<file path="src/hw/msa_defs.svh">
`ifndef MSA_DEFS_SVH
`define MSA_DEFS_SVH

// ----------------------------------------------------------------
// Register map (byte addresses, one aligned word each)
// ----------------------------------------------------------------
`define MSA_LOW_PAIR_OFS   8'h00
`define MSA_MID_PAIR_OFS   8'h10
`define MSA_HIGH_PAIR_OFS  8'h20

// Alias offsets added to a register base
`define MSA_ALIAS_PLAIN    8'h00
`define MSA_ALIAS_SET      8'h04
`define MSA_ALIAS_CLEAR    8'h08
`define MSA_ALIAS_TOGGLE   8'h0C

// ----------------------------------------------------------------
// Address fields
// ----------------------------------------------------------------
`define MSA_ADDR_W         8
`define MSA_IDX_HI         5
`define MSA_IDX_LO         4
`define MSA_OP_HI          3
`define MSA_OP_LO          2
`define MSA_TOP_HI         7
`define MSA_TOP_LO         6
`define MSA_IDX_LOW        2'h0
`define MSA_IDX_MID        2'h1
`define MSA_IDX_HIGH       2'h2
`define MSA_IDX_COUNT      3

// ----------------------------------------------------------------
// Octet fields inside a pair register
// ----------------------------------------------------------------
`define MSA_OCT_EARLY_HI   7
`define MSA_OCT_EARLY_LO   0
`define MSA_OCT_LATE_HI    15
`define MSA_OCT_LATE_LO    8
`define MSA_PAIR_W         16
`define MSA_PAIR_RST       16'h0000

// ----------------------------------------------------------------
// Byte strobes and responses
// ----------------------------------------------------------------
`define MSA_STRB_WORD      4'hF
`define MSA_STRB_LOW_HALF  4'h3
`define MSA_STRB_HIGH_HALF 4'hC
`define MSA_RESP_OKAY      2'h0
`define MSA_RESP_SLVERR    2'h2

`endif

</file>
<file path="src/hw/msa_pkg.sv">
package msa_pkg;

  // Write alias selected by address bits 3:2
  typedef enum logic [1:0] {
    OP_PLAIN            = 2'h0,
    OP_BIT_SET_ALIAS    = 2'h1,
    OP_BIT_CLEAR_ALIAS  = 2'h2,
    OP_BIT_TOGGLE_ALIAS = 2'h3
  } msa_op_t;

  // Start-up sequencer, one-hot
  typedef enum logic [3:0] {
    ST_SYNC_A = 4'b0001,
    ST_SYNC_B = 4'b0010,
    ST_LOAD   = 4'b0100,
    ST_RUN    = 4'b1000
  } msa_state_t;

endpackage

</file>
<file path="src/hw/msa_station_addr.sv">
`timescale 1ns/1ps
`include "msa_defs.svh"
// Overview of operation
// High pair low byte holds first sent octet, the address MSB.
// High pair bits 15:8 hold the second sent octet.
// Mid pair low byte holds the third sent octet.
// Mid pair bits 15:8 hold the fourth sent octet.
// Low pair low byte holds the fifth sent octet.
// Low pair bits 15:8 hold the sixth, last sent octet.
// Halfword and word writes work, plainly and through set, clear, toggle aliases.
// Byte-sized writes are ignored; stored octets stay unchanged.
// After reset all three registers load the factory station address.
// Upper halves of low and mid pairs always read zero.
// Software writes zero to high pair upper half and ignores its read.
// Octets are read/write; written values hold until next reset.
module msa_station_addr (
  input  wire logic                   clk_sys,
  input  wire logic                   arst_n,
  input  wire logic                   clkEn,
  input  wire logic [47:0]            factoryAddr,
  output logic      [47:0]            stationAddr,
  input  wire logic                   s_axi_awvalid,
  output logic                        s_axi_awready,
  input  wire logic [`MSA_ADDR_W-1:0] s_axi_awaddr,
  input  wire logic                   s_axi_wvalid,
  output logic                        s_axi_wready,
  input  wire logic [31:0]            s_axi_wdata,
  input  wire logic [3:0]             s_axi_wstrb,
  output logic                        s_axi_bvalid,
  input  wire logic                   s_axi_bready,
  output logic      [1:0]             s_axi_bresp,
  input  wire logic                   s_axi_arvalid,
  output logic                        s_axi_arready,
  input  wire logic [`MSA_ADDR_W-1:0] s_axi_araddr,
  output logic                        s_axi_rvalid,
  input  wire logic                   s_axi_rready,
  output logic      [31:0]            s_axi_rdata,
  output logic      [1:0]             s_axi_rresp
);

  // ----------------------------------------------------------------
  // Functions
  // ----------------------------------------------------------------
  function automatic logic addrMapped(input logic [`MSA_ADDR_W-1:0] a);
    return (a[`MSA_TOP_HI:`MSA_TOP_LO] == 2'h0) &&
           (a[`MSA_IDX_HI:`MSA_IDX_LO] != 2'h3) && (a[1:0] == 2'h0);
  endfunction

  // Only halfword and word strobe patterns count
  function automatic logic strbLegal(input logic [3:0] s);
    return (s == `MSA_STRB_WORD) || (s == `MSA_STRB_LOW_HALF) ||
           (s == `MSA_STRB_HIGH_HALF);
  endfunction

  function automatic logic [15:0] swapOctets(input logic [15:0] v);
    return {v[`MSA_OCT_EARLY_HI:`MSA_OCT_EARLY_LO], v[`MSA_OCT_LATE_HI:`MSA_OCT_LATE_LO]};
  endfunction

  function automatic logic [15:0] applyOp(input msa_pkg::msa_op_t op,
                                          input logic [15:0] cur,
                                          input logic [15:0] val);
    logic [15:0] res;
    res = cur;
    unique case (op)
      msa_pkg::OP_PLAIN:            res = val;
      msa_pkg::OP_BIT_SET_ALIAS:    res = cur | val;
      msa_pkg::OP_BIT_CLEAR_ALIAS:  res = cur & ~val;
      msa_pkg::OP_BIT_TOGGLE_ALIAS: res = cur ^ val;
    endcase
    return res;
  endfunction

  // ----------------------------------------------------------------
  // Factory address synchroniser and start-up load
  // ----------------------------------------------------------------
  logic [47:0]          factSync1Reg;
  logic [47:0]          factSync2Reg;
  msa_pkg::msa_state_t  stateReg;
  msa_pkg::msa_state_t  stateNext;
  logic [15:0]          pairReg [`MSA_IDX_COUNT];

  always_ff @(posedge clk_sys or negedge arst_n) begin
    if (!arst_n) begin
      factSync1Reg <= 48'h0;
      factSync2Reg <= 48'h0;
    end else if (clkEn) begin
      factSync1Reg <= factoryAddr;
      factSync2Reg <= factSync1Reg;
    end
  end

  always_comb begin
    stateNext = stateReg;
    unique case (stateReg)
      msa_pkg::ST_SYNC_A: stateNext = msa_pkg::ST_SYNC_B;
      msa_pkg::ST_SYNC_B: stateNext = msa_pkg::ST_LOAD;
      msa_pkg::ST_LOAD:   stateNext = msa_pkg::ST_RUN;
      msa_pkg::ST_RUN:    stateNext = msa_pkg::ST_RUN;
    endcase
  end

  always_ff @(posedge clk_sys or negedge arst_n) begin
    if (!arst_n) begin
      stateReg <= msa_pkg::ST_SYNC_A;
    end else if (clkEn) begin
      stateReg <= stateNext;
    end
  end

  wire running = (stateReg == msa_pkg::ST_RUN);
  wire loadNow = (stateReg == msa_pkg::ST_LOAD) && clkEn;

  // ----------------------------------------------------------------
  // Write channel capture
  // ----------------------------------------------------------------
  logic                   awHeldReg;
  logic                   wHeldReg;
  logic [`MSA_ADDR_W-1:0] awAddrReg;
  logic [31:0]            wDataReg;
  logic [3:0]             wStrbReg;

  assign s_axi_awready = clkEn && running && !awHeldReg && !s_axi_bvalid;
  assign s_axi_wready  = clkEn && running && !wHeldReg && !s_axi_bvalid;

  wire awFire = s_axi_awvalid && s_axi_awready;
  wire wFire  = s_axi_wvalid && s_axi_wready;
  wire wrGo   = clkEn && awHeldReg && wHeldReg && !s_axi_bvalid;

  always_ff @(posedge clk_sys or negedge arst_n) begin
    if (!arst_n) begin
      awHeldReg <= 1'b0;
      wHeldReg  <= 1'b0;
      awAddrReg <= '0;
      wDataReg  <= 32'h0;
      wStrbReg  <= 4'h0;
    end else if (clkEn) begin
      if (awFire) begin
        awHeldReg <= 1'b1;
        awAddrReg <= s_axi_awaddr;
      end else if (wrGo) begin
        awHeldReg <= 1'b0;
      end
      if (wFire) begin
        wHeldReg <= 1'b1;
        wDataReg <= s_axi_wdata;
        wStrbReg <= s_axi_wstrb;
      end else if (wrGo) begin
        wHeldReg <= 1'b0;
      end
    end
  end

  // ----------------------------------------------------------------
  // Write decode and pair storage
  // ----------------------------------------------------------------
  wire [1:0]              wrIdx    = awAddrReg[`MSA_IDX_HI:`MSA_IDX_LO];
  wire msa_pkg::msa_op_t  wrOp     = msa_pkg::msa_op_t'(awAddrReg[`MSA_OP_HI:`MSA_OP_LO]);
  wire                    wrMapped = addrMapped(awAddrReg);
  // Upper-half-only writes touch nothing stored
  wire                    wrStore  = wrGo && wrMapped && strbLegal(wStrbReg)
                                     && wStrbReg[0];
  wire [15:0]             curPair  = wrMapped ? pairReg[wrIdx] : `MSA_PAIR_RST;
  wire [15:0]             newPair  = applyOp(wrOp, curPair, wDataReg[15:0]);

  always_ff @(posedge clk_sys or negedge arst_n) begin
    if (!arst_n) begin
      for (int i = 0; i < `MSA_IDX_COUNT; i++) begin
        pairReg[i] <= `MSA_PAIR_RST;
      end
    end else if (loadNow) begin
      for (int i = 0; i < `MSA_IDX_COUNT; i++) begin
        pairReg[i] <= swapOctets(factSync2Reg[16*i +: 16]);
      end
    end else if (clkEn && wrStore) begin
      pairReg[wrIdx] <= newPair;
    end
  end

  // First transmitted octet is the most significant of the address
  assign stationAddr = {swapOctets(pairReg[`MSA_IDX_HIGH]),
                        swapOctets(pairReg[`MSA_IDX_MID]),
                        swapOctets(pairReg[`MSA_IDX_LOW])};

  // ----------------------------------------------------------------
  // Write response
  // ----------------------------------------------------------------
  always_ff @(posedge clk_sys or negedge arst_n) begin
    if (!arst_n) begin
      s_axi_bvalid <= 1'b0;
      s_axi_bresp  <= `MSA_RESP_OKAY;
    end else if (clkEn) begin
      if (wrGo) begin
        s_axi_bvalid <= 1'b1;
        s_axi_bresp  <= wrMapped ? `MSA_RESP_OKAY : `MSA_RESP_SLVERR;
      end else if (s_axi_bready) begin
        s_axi_bvalid <= 1'b0;
      end
    end
  end

  // ----------------------------------------------------------------
  // Read path
  // ----------------------------------------------------------------
  assign s_axi_arready = clkEn && running && !s_axi_rvalid;

  wire        arFire   = s_axi_arvalid && s_axi_arready;
  wire [1:0]  rdIdx    = s_axi_araddr[`MSA_IDX_HI:`MSA_IDX_LO];
  wire        rdMapped = addrMapped(s_axi_araddr);
  wire        rdPlain  = (s_axi_araddr[`MSA_OP_HI:`MSA_OP_LO] == msa_pkg::OP_PLAIN);
  // Upper halves read zero, aliases read zero
  wire [31:0] rdWord   = (rdMapped && rdPlain) ? {16'h0, pairReg[rdIdx]}
                                               : 32'h0;

  always_ff @(posedge clk_sys or negedge arst_n) begin
    if (!arst_n) begin
      s_axi_rvalid <= 1'b0;
      s_axi_rdata  <= 32'h0;
      s_axi_rresp  <= `MSA_RESP_OKAY;
    end else if (clkEn) begin
      if (arFire) begin
        s_axi_rvalid <= 1'b1;
        s_axi_rdata  <= rdWord;
        s_axi_rresp  <= rdMapped ? `MSA_RESP_OKAY : `MSA_RESP_SLVERR;
      end else if (s_axi_rready) begin
        s_axi_rvalid <= 1'b0;
      end
    end
  end

  wire rdHigh = arFire && !wrGo &&
                (s_axi_araddr == (`MSA_HIGH_PAIR_OFS + `MSA_ALIAS_PLAIN));
  wire rdMid  = arFire && !wrGo &&
                (s_axi_araddr == (`MSA_MID_PAIR_OFS + `MSA_ALIAS_PLAIN));
  wire rdLow  = arFire && !wrGo &&
                (s_axi_araddr == (`MSA_LOW_PAIR_OFS + `MSA_ALIAS_PLAIN));
endmodule // msa_station_addr

</file>
<file path="config.mk">
export PLATFORM = sky130hd
export DESIGN_NAME = msa_station_addr
export DESIGN_NICKNAME = d
export VERILOG_FILES = /design/src/hw/msa_pkg.sv /design/src/hw/msa_station_addr.sv
export VERILOG_INCLUDE_DIRS = /design/src /design/src/hw
export SDC_FILE = /design/constraint.sdc
export NUM_CORES = 1
export LEC_CHECK = 0
export BUFFER_PORTS_ARGS = -buffer_cell sky130_fd_sc_hd__buf_2
export CAP_MARGIN = 30
export CORE_ASPECT_RATIO = 0.6
export CORE_MARGIN = 5
export CORE_UTILIZATION = 60
export CTS_CLUSTER_SIZE = 8
export DETAILED_ROUTE_END_ITERATION = 8
export PLACE_DENSITY = 0.89
export SYNTH_ARGS = -nofsm -noshare
export SYNTH_HDL_FRONTEND = slang
export SYNTH_SLANG_ARGS = --single-unit
export TNS_END_PERCENT = 50
</file>
<file path="constraint.sdc">
create_clock -name clk_sys -period 5.1 [get_ports clk_sys]
set_input_delay 0.51 -clock clk_sys [delete_from_list [all_inputs] [get_ports clk_sys]]
set_output_delay 0.51 -clock clk_sys [all_outputs]
set_load 0.02 [all_outputs]
</file>
# After elaboration in Yosys (flattened, before gate mapping)
# Index checks and enable logic that the tools add are counted.
# word_totals
wordCells	110
n_memories	0
mem_bits_ro	0
out_inout_bits	89
mem_bits_rw	0
latchBits	0
inputBits	108
ff_bits	216
# op_classes
add_sub_neg	0
mul	0
reduce_logical	49
bitwise	6
shift	0
div	0
n_mux	24
n_lt_le_gt_ge	3
n_eq_ne	12
# ops
operator	count
2-to-1 mux 16 bit	7
2-to-1 mux 48 bit	2
binary-select mux 16 bit (select 2 bit)	2
one-hot mux 16 bit (4 select lines)	1
bitwise mux 48 bit	1
demux 16 bit (select 2 bit)	1
logical AND 1 bit	23
AND 16 bit	1
NOT 16 bit	1
OR 16 bit	1
AND reduction 2 bit	8
bitwise XOR 16 bit	1
== test 4 bit, second input constant	3
zero test 2 bit	6
one-hot mux 4 bit (3 select lines)	1
nonzero test 2 bit	5
== test 4 x 2 -> 1 bit, second input constant	2
2-to-1 mux 1 bit	7
>= comparator 3 bit, second input constant	2
NOT 2 -> 3 bit	2
== test 2 bit, second input constant	2
== test 4 x 1 -> 1 bit, second input constant	1
== test 4 x 3 -> 1 bit, second input constant	1
zero test 1 bit	4
6 further kinds	9

# Depth between registers and ports, before layout
# depth
depth_word	10
ltp_mapped	11
ltp_nobuf	9

# Least setup slack after synthesis
# No wires, ideal clock.
# synth_path
kind	register to register
start	register awAddrReg[5]
end	register pairReg, in the netlist stationAddr[12]
setup_time_ns	0.125
path_stages_with_launch	11
arrival_time_ns	2.579
required_time_ns	4.975
period_less_slack_ns	2.703
slack_ns	2.397
path_buffers	2
cell_sequence	dfrtp_1 buf_2 buf_2 mux2i_1 nor2_1 a21oi_1 or2_2 ha_1 mux4_2 a22o_1 mux2_2
# synth_via
elab_chain_len	10
word_cells_on_any_way	25
cone_classes	order compare (2); eq/ne (1); mux (10); bitwise (4); reduce/logical (8)
# synth_rtl
element	line	rtl
from (decl)	msa_station_addr.sv:118	logic [`MSA_ADDR_W-1:0] awAddrReg;
from (signal assigned)	msa_station_addr.sv:139	awAddrReg <= s_axi_awaddr;
NOT 2 -> 3 bit (implied by the code)	msa_station_addr.sv:162, msa_station_addr.sv:175	
binary-select mux 16 bit (select 2 bit)	msa_station_addr.sv:162	wire [15:0] curPair = wrMapped ? pairReg[wrIdx] : `MSA_PAIR_RST;
2-to-1 mux 16 bit (implied by the code) (2 in a row)	msa_station_addr.sv:162	
2-to-1 mux 16 bit (no line)	n/a	
bitwise XOR 16 bit (tied with other cells)	msa_station_addr.sv:68	msa_pkg::OP_BIT_TOGGLE_ALIAS: res = cur ^ val;
one-hot mux 16 bit (4 select lines)	msa_station_addr.sv:64	unique case (op)
bitwise mux 48 bit	msa_station_addr.sv:175	pairReg[wrIdx] <= newPair;
2-to-1 mux 48 bit	msa_station_addr.sv:174	end else if (clkEn && wrStore) begin
2-to-1 mux 48 bit	msa_station_addr.sv:170	end else if (loadNow) begin
to (signal, indexed assignment)	msa_station_addr.sv:168	pairReg[i] <= `MSA_PAIR_RST;
to (signal, indexed assignment)	msa_station_addr.sv:172	pairReg[i] <= swapOctets(factSync2Reg[16*i +: 16]);
to (signal, indexed assignment)	msa_station_addr.sv:175	
to (decl)	msa_station_addr.sv:80	logic [15:0] pairReg [`MSA_IDX_COUNT];
# Parallel ways exist; a longest one is shown, timed or not. The select of a mux whose other input is x is not followed.
# A chain may end at the register's enable or synchronous reset.

# Worst setup path after layout
# layout_path
start	register awAddrReg[4]
end	register pairReg, in the netlist stationAddr[9]
# The elaborated chain is that of the path after synthesis.

==> out/results.txt <==
Largest area contributor in the netlist: dfrtp_1
Register share of total power: 41.3%
CP required: 5.42 ns
Critical path type: flop to flop
Share of cells above drive strength 1: 45.5%
Fin Setup TNS: 0 ns
Critical path's slowest cell: nor2b_1
Drc violations: 0
H-tree lvl count: 4
Largest net degree at the start of global routing: 114
CTS Buffer Depth: 2
Detailed Route WL: 25.2 mm
Vias in the first global route: 6,641
Post-cts sizing count: 0
Antenna Nets Post-Route: 0
Initial DRC count: 691
Setup Viol. Count Final: 0
Area contributors post-synth: dfrtp_1 (50%), mux2_2 (20%), a22o_1 (5.7%)
Die Ht: 109 µm
Final net count: 1,051
Root buffer cell: clkbuf_16
Max cap viols: 0
Die width: 175 µm
Grt ovf: 0
Pwr Density: 497 mW/mm²
Final worst path period share: 72.5%
Synth cell types: 41
CP Cell Sequence: nor2b_1 > a21oi_1 > or2_2 > ha_1 > mux4_2 > a22o_1 > mux2_2
Synthesis-stage register bit count: 198
Clk pin slew, worst setup/hold paths: 0.08 ns
TritonCTS Buffers: 17
Seq/Total Area, Yosys: 50.3%
Comb pwr share: 34.9%
Mapped Area: 0.00986 mm²
Synth Instances: 767
Antenna Cells: 0
Post-synth EDFFs: 0
Clk Latency, worst-skew pair: 0.43 ns
Row Count: 36
Core area: 0.0162 mm²
Avg Inst Size Synth: 12.9 µm²
Final hold vios: 0
Routed via count: 6,911
Io pins: 197
Place WS: 1.45 ns
# fillers: 1,108
IO buf count: 162
Post-detailed-route wirelength per cell: 22.2 µm
Warnings, synthesis: 0
Outcome: finished clean
Setup Buffers After CTS: 0
Max Slew Vio Count: 0
Final worst path period need: 3.70 ns
Clock skew: 0.0134 ns
Top cell type's share of synthesized area: 50.0%
First-pass GRT wire length: 38.7 mm
Internal: 3.48 mW
Crit Path Max Fanout: 23
Hold Path Class: input pin to async pin
Initial antenna violation count: 1
CP Launch Type: flop
Total GRT Usage: 26.5%
Critical Path End Type: flop
Sw Share: 38.2%
Synth Flop Type: dfrtp_1
Max-Slew Margin vs Limit: 31.1%
Max Clk Rate: 0.270 GHz
Worst vdd ir: 0.260 mV
DP HPWL: 18.0 mm
Non-filler instance count after layout: 1,133
Pre-antenna DRT Iters: 5
Via density: 6.10
Worst slew pin tran: 1.03 ns
Die Area: 0.0192 mm²
Clock power frac: 23.8%
Async set-or-reset flop fraction in the synthesized netlist: 100%
RSZ-0062 raised after global routing: no
WHS: 0.182 ns
Post-Place Cells: 1,101
CP arrival: 4.01 ns
Cts-stage hold buffer count: 0
CTS tree: yes
Max stage delay on crit path: 0.88 ns
P_leak: 5.61 nW
# clock sinks: 198
Initial Utilization: 61.0%
Fin worst setup slack: 1.40 ns
Top-count cell post-synth: dfrtp_1
P&R area growth vs syn: 15.1%
Gpl congestion: 0.908
Top cells by count, synth: dfrtp_1 (197), mux2_2 (174), a22o_1 (64)
Psw: 2.15 mW
power groups by stage:
stage / clock network, mW / registers (mW) / logic [mW]
floorplan: 0 / 2.32 / 1.27
global placement: 0 / 2.31 / 1.84
detailed placement: 0 / 2.34 / 1.93
CTS: 1.36 / 2.31 / 1.95
global route: 1.43 / 2.37 / 2.12
finish: 1.34 / 2.32 / 1.97
routing by layer:
| layer | GRT usage [%] | up-vias | wire length, µm |
|---|---|---|---|
| li1 | - | 3008 | - |
| met1 | 41.9 | 3509 | 11500 |
| met2 | 36.0 | 355 | 10400 |
| met3 | 7.39 | 37 | 2800 |
| met4 | 6.40 | 2 | 437 |
| met5 | 0 | - | 7 |
layout by cell type, fill, tap and decap left out, types with 2 or more instances in the layout:
cell,count
mux2i_1,32
inv_6,2
dfrtp_1,197
buf_2,160
mux2_2,174
nor2_1,33
clkbuf_16,17
nor4_1,3
nor2b_1,3
inv_1,33
buf_4,10
ha_1,32
clkinv_4,3
or4_1,2
o41ai_4,2
o21ai_0,17
conb_1,18
nand2b_1,3
or2_2,16
mux4_2,16
a22o_1,64
a21oi_1,20
nand2_1,35
inv_8,3
nand3b_1,2
clkinv_2,2
clkbuf_8,2
buf_6,2
worst max-delay path, delay by kind of cell (launching register included):
| kind | cells | cell delay [ns] |
|---|---|---|
| AOI/OAI and AO/OA | 2 | 0.51 |
| muxes | 2 | 0.82 |
| and+or+nand+nor | 2 | 1.22 |
| DFF | 1 | 0.76 |
| adders and majority gates | 1 | 0.27 |
logic make-up (layout without fill, tap and decap cells):
| logic type | Yosys count | count (layout) | share of synthesized area (%) |
|---|---|---|---|
| other | 1 | 18 | 0.0380 |
| DFF | 198 | 198 | 50.3 |
| AOI/OAI and AO/OA | 107 | 107 | 8.45 |
| and+or+nand+nor | 108 | 108 | 5.61 |
| xor gates and xnor gates | 1 | 1 | 0.0888 |
| buffers and inverters | 98 | 238 | 4.71 |
| muxes | 222 | 222 | 26.8 |
| adders and majority gates | 32 | 32 | 4.06 |
cell type report:
cell class              count  area [µm²]  share of cell area (%)
clock buffers              19         443                    3.90
clock inverters            13         141                    1.25
inverters                  33         124                    1.09
multi-input cells         488        4510                    39.7
flip-flops and latches    198        4960                    43.7
well taps                 209         262                    2.30
repair buffers            173         912                    8.04
flip-flops by register name, indices dropped and copies added (netlist names):
register and count:
awHeldReg 1, s_axi_rdata 16, wHeldReg 1, stationAddr 48, awAddrReg 8, s_axi_rvalid 1
wDataReg 16, stateReg 4, s_axi_rresp 1, s_axi_bvalid 1, factSync2Reg 48, wStrbReg 4
s_axi_bresp 1, factSync1Reg 48
worst paths after layout:
path	from	end	slack, ns	cells past startpoint
worst min register to register	s_axi_bresp[1]	s_axi_bresp[1]	0.50	1
max in group asynchronous	arst_n	wDataReg[4]	3.69	2
worst max-delay path	awAddrReg[4]	stationAddr[9]	1.40	7
worst min-delay path	arst_n	factSync1Reg[34]	0.18	1
min in group clk_sys	factoryAddr[3]	factSync1Reg[3]	0.30	2
worst max register to register	awAddrReg[4]	stationAddr[9]	1.40	7
through the flow:
step | power (mW) | cell area [µm²] | utilization, %
after floorplan | 3.58 | 9920 | -
after global placement | 4.15 | 10700 | 66.4
after detailed placement | 4.27 | 10800 | 66.6
after CTS | 5.62 | 11300 | 70.2
after global routing | 5.92 | 11300 | 70.2
final | 5.64 | 11300 | 70.2
Power figures use the tool's default switching activity.
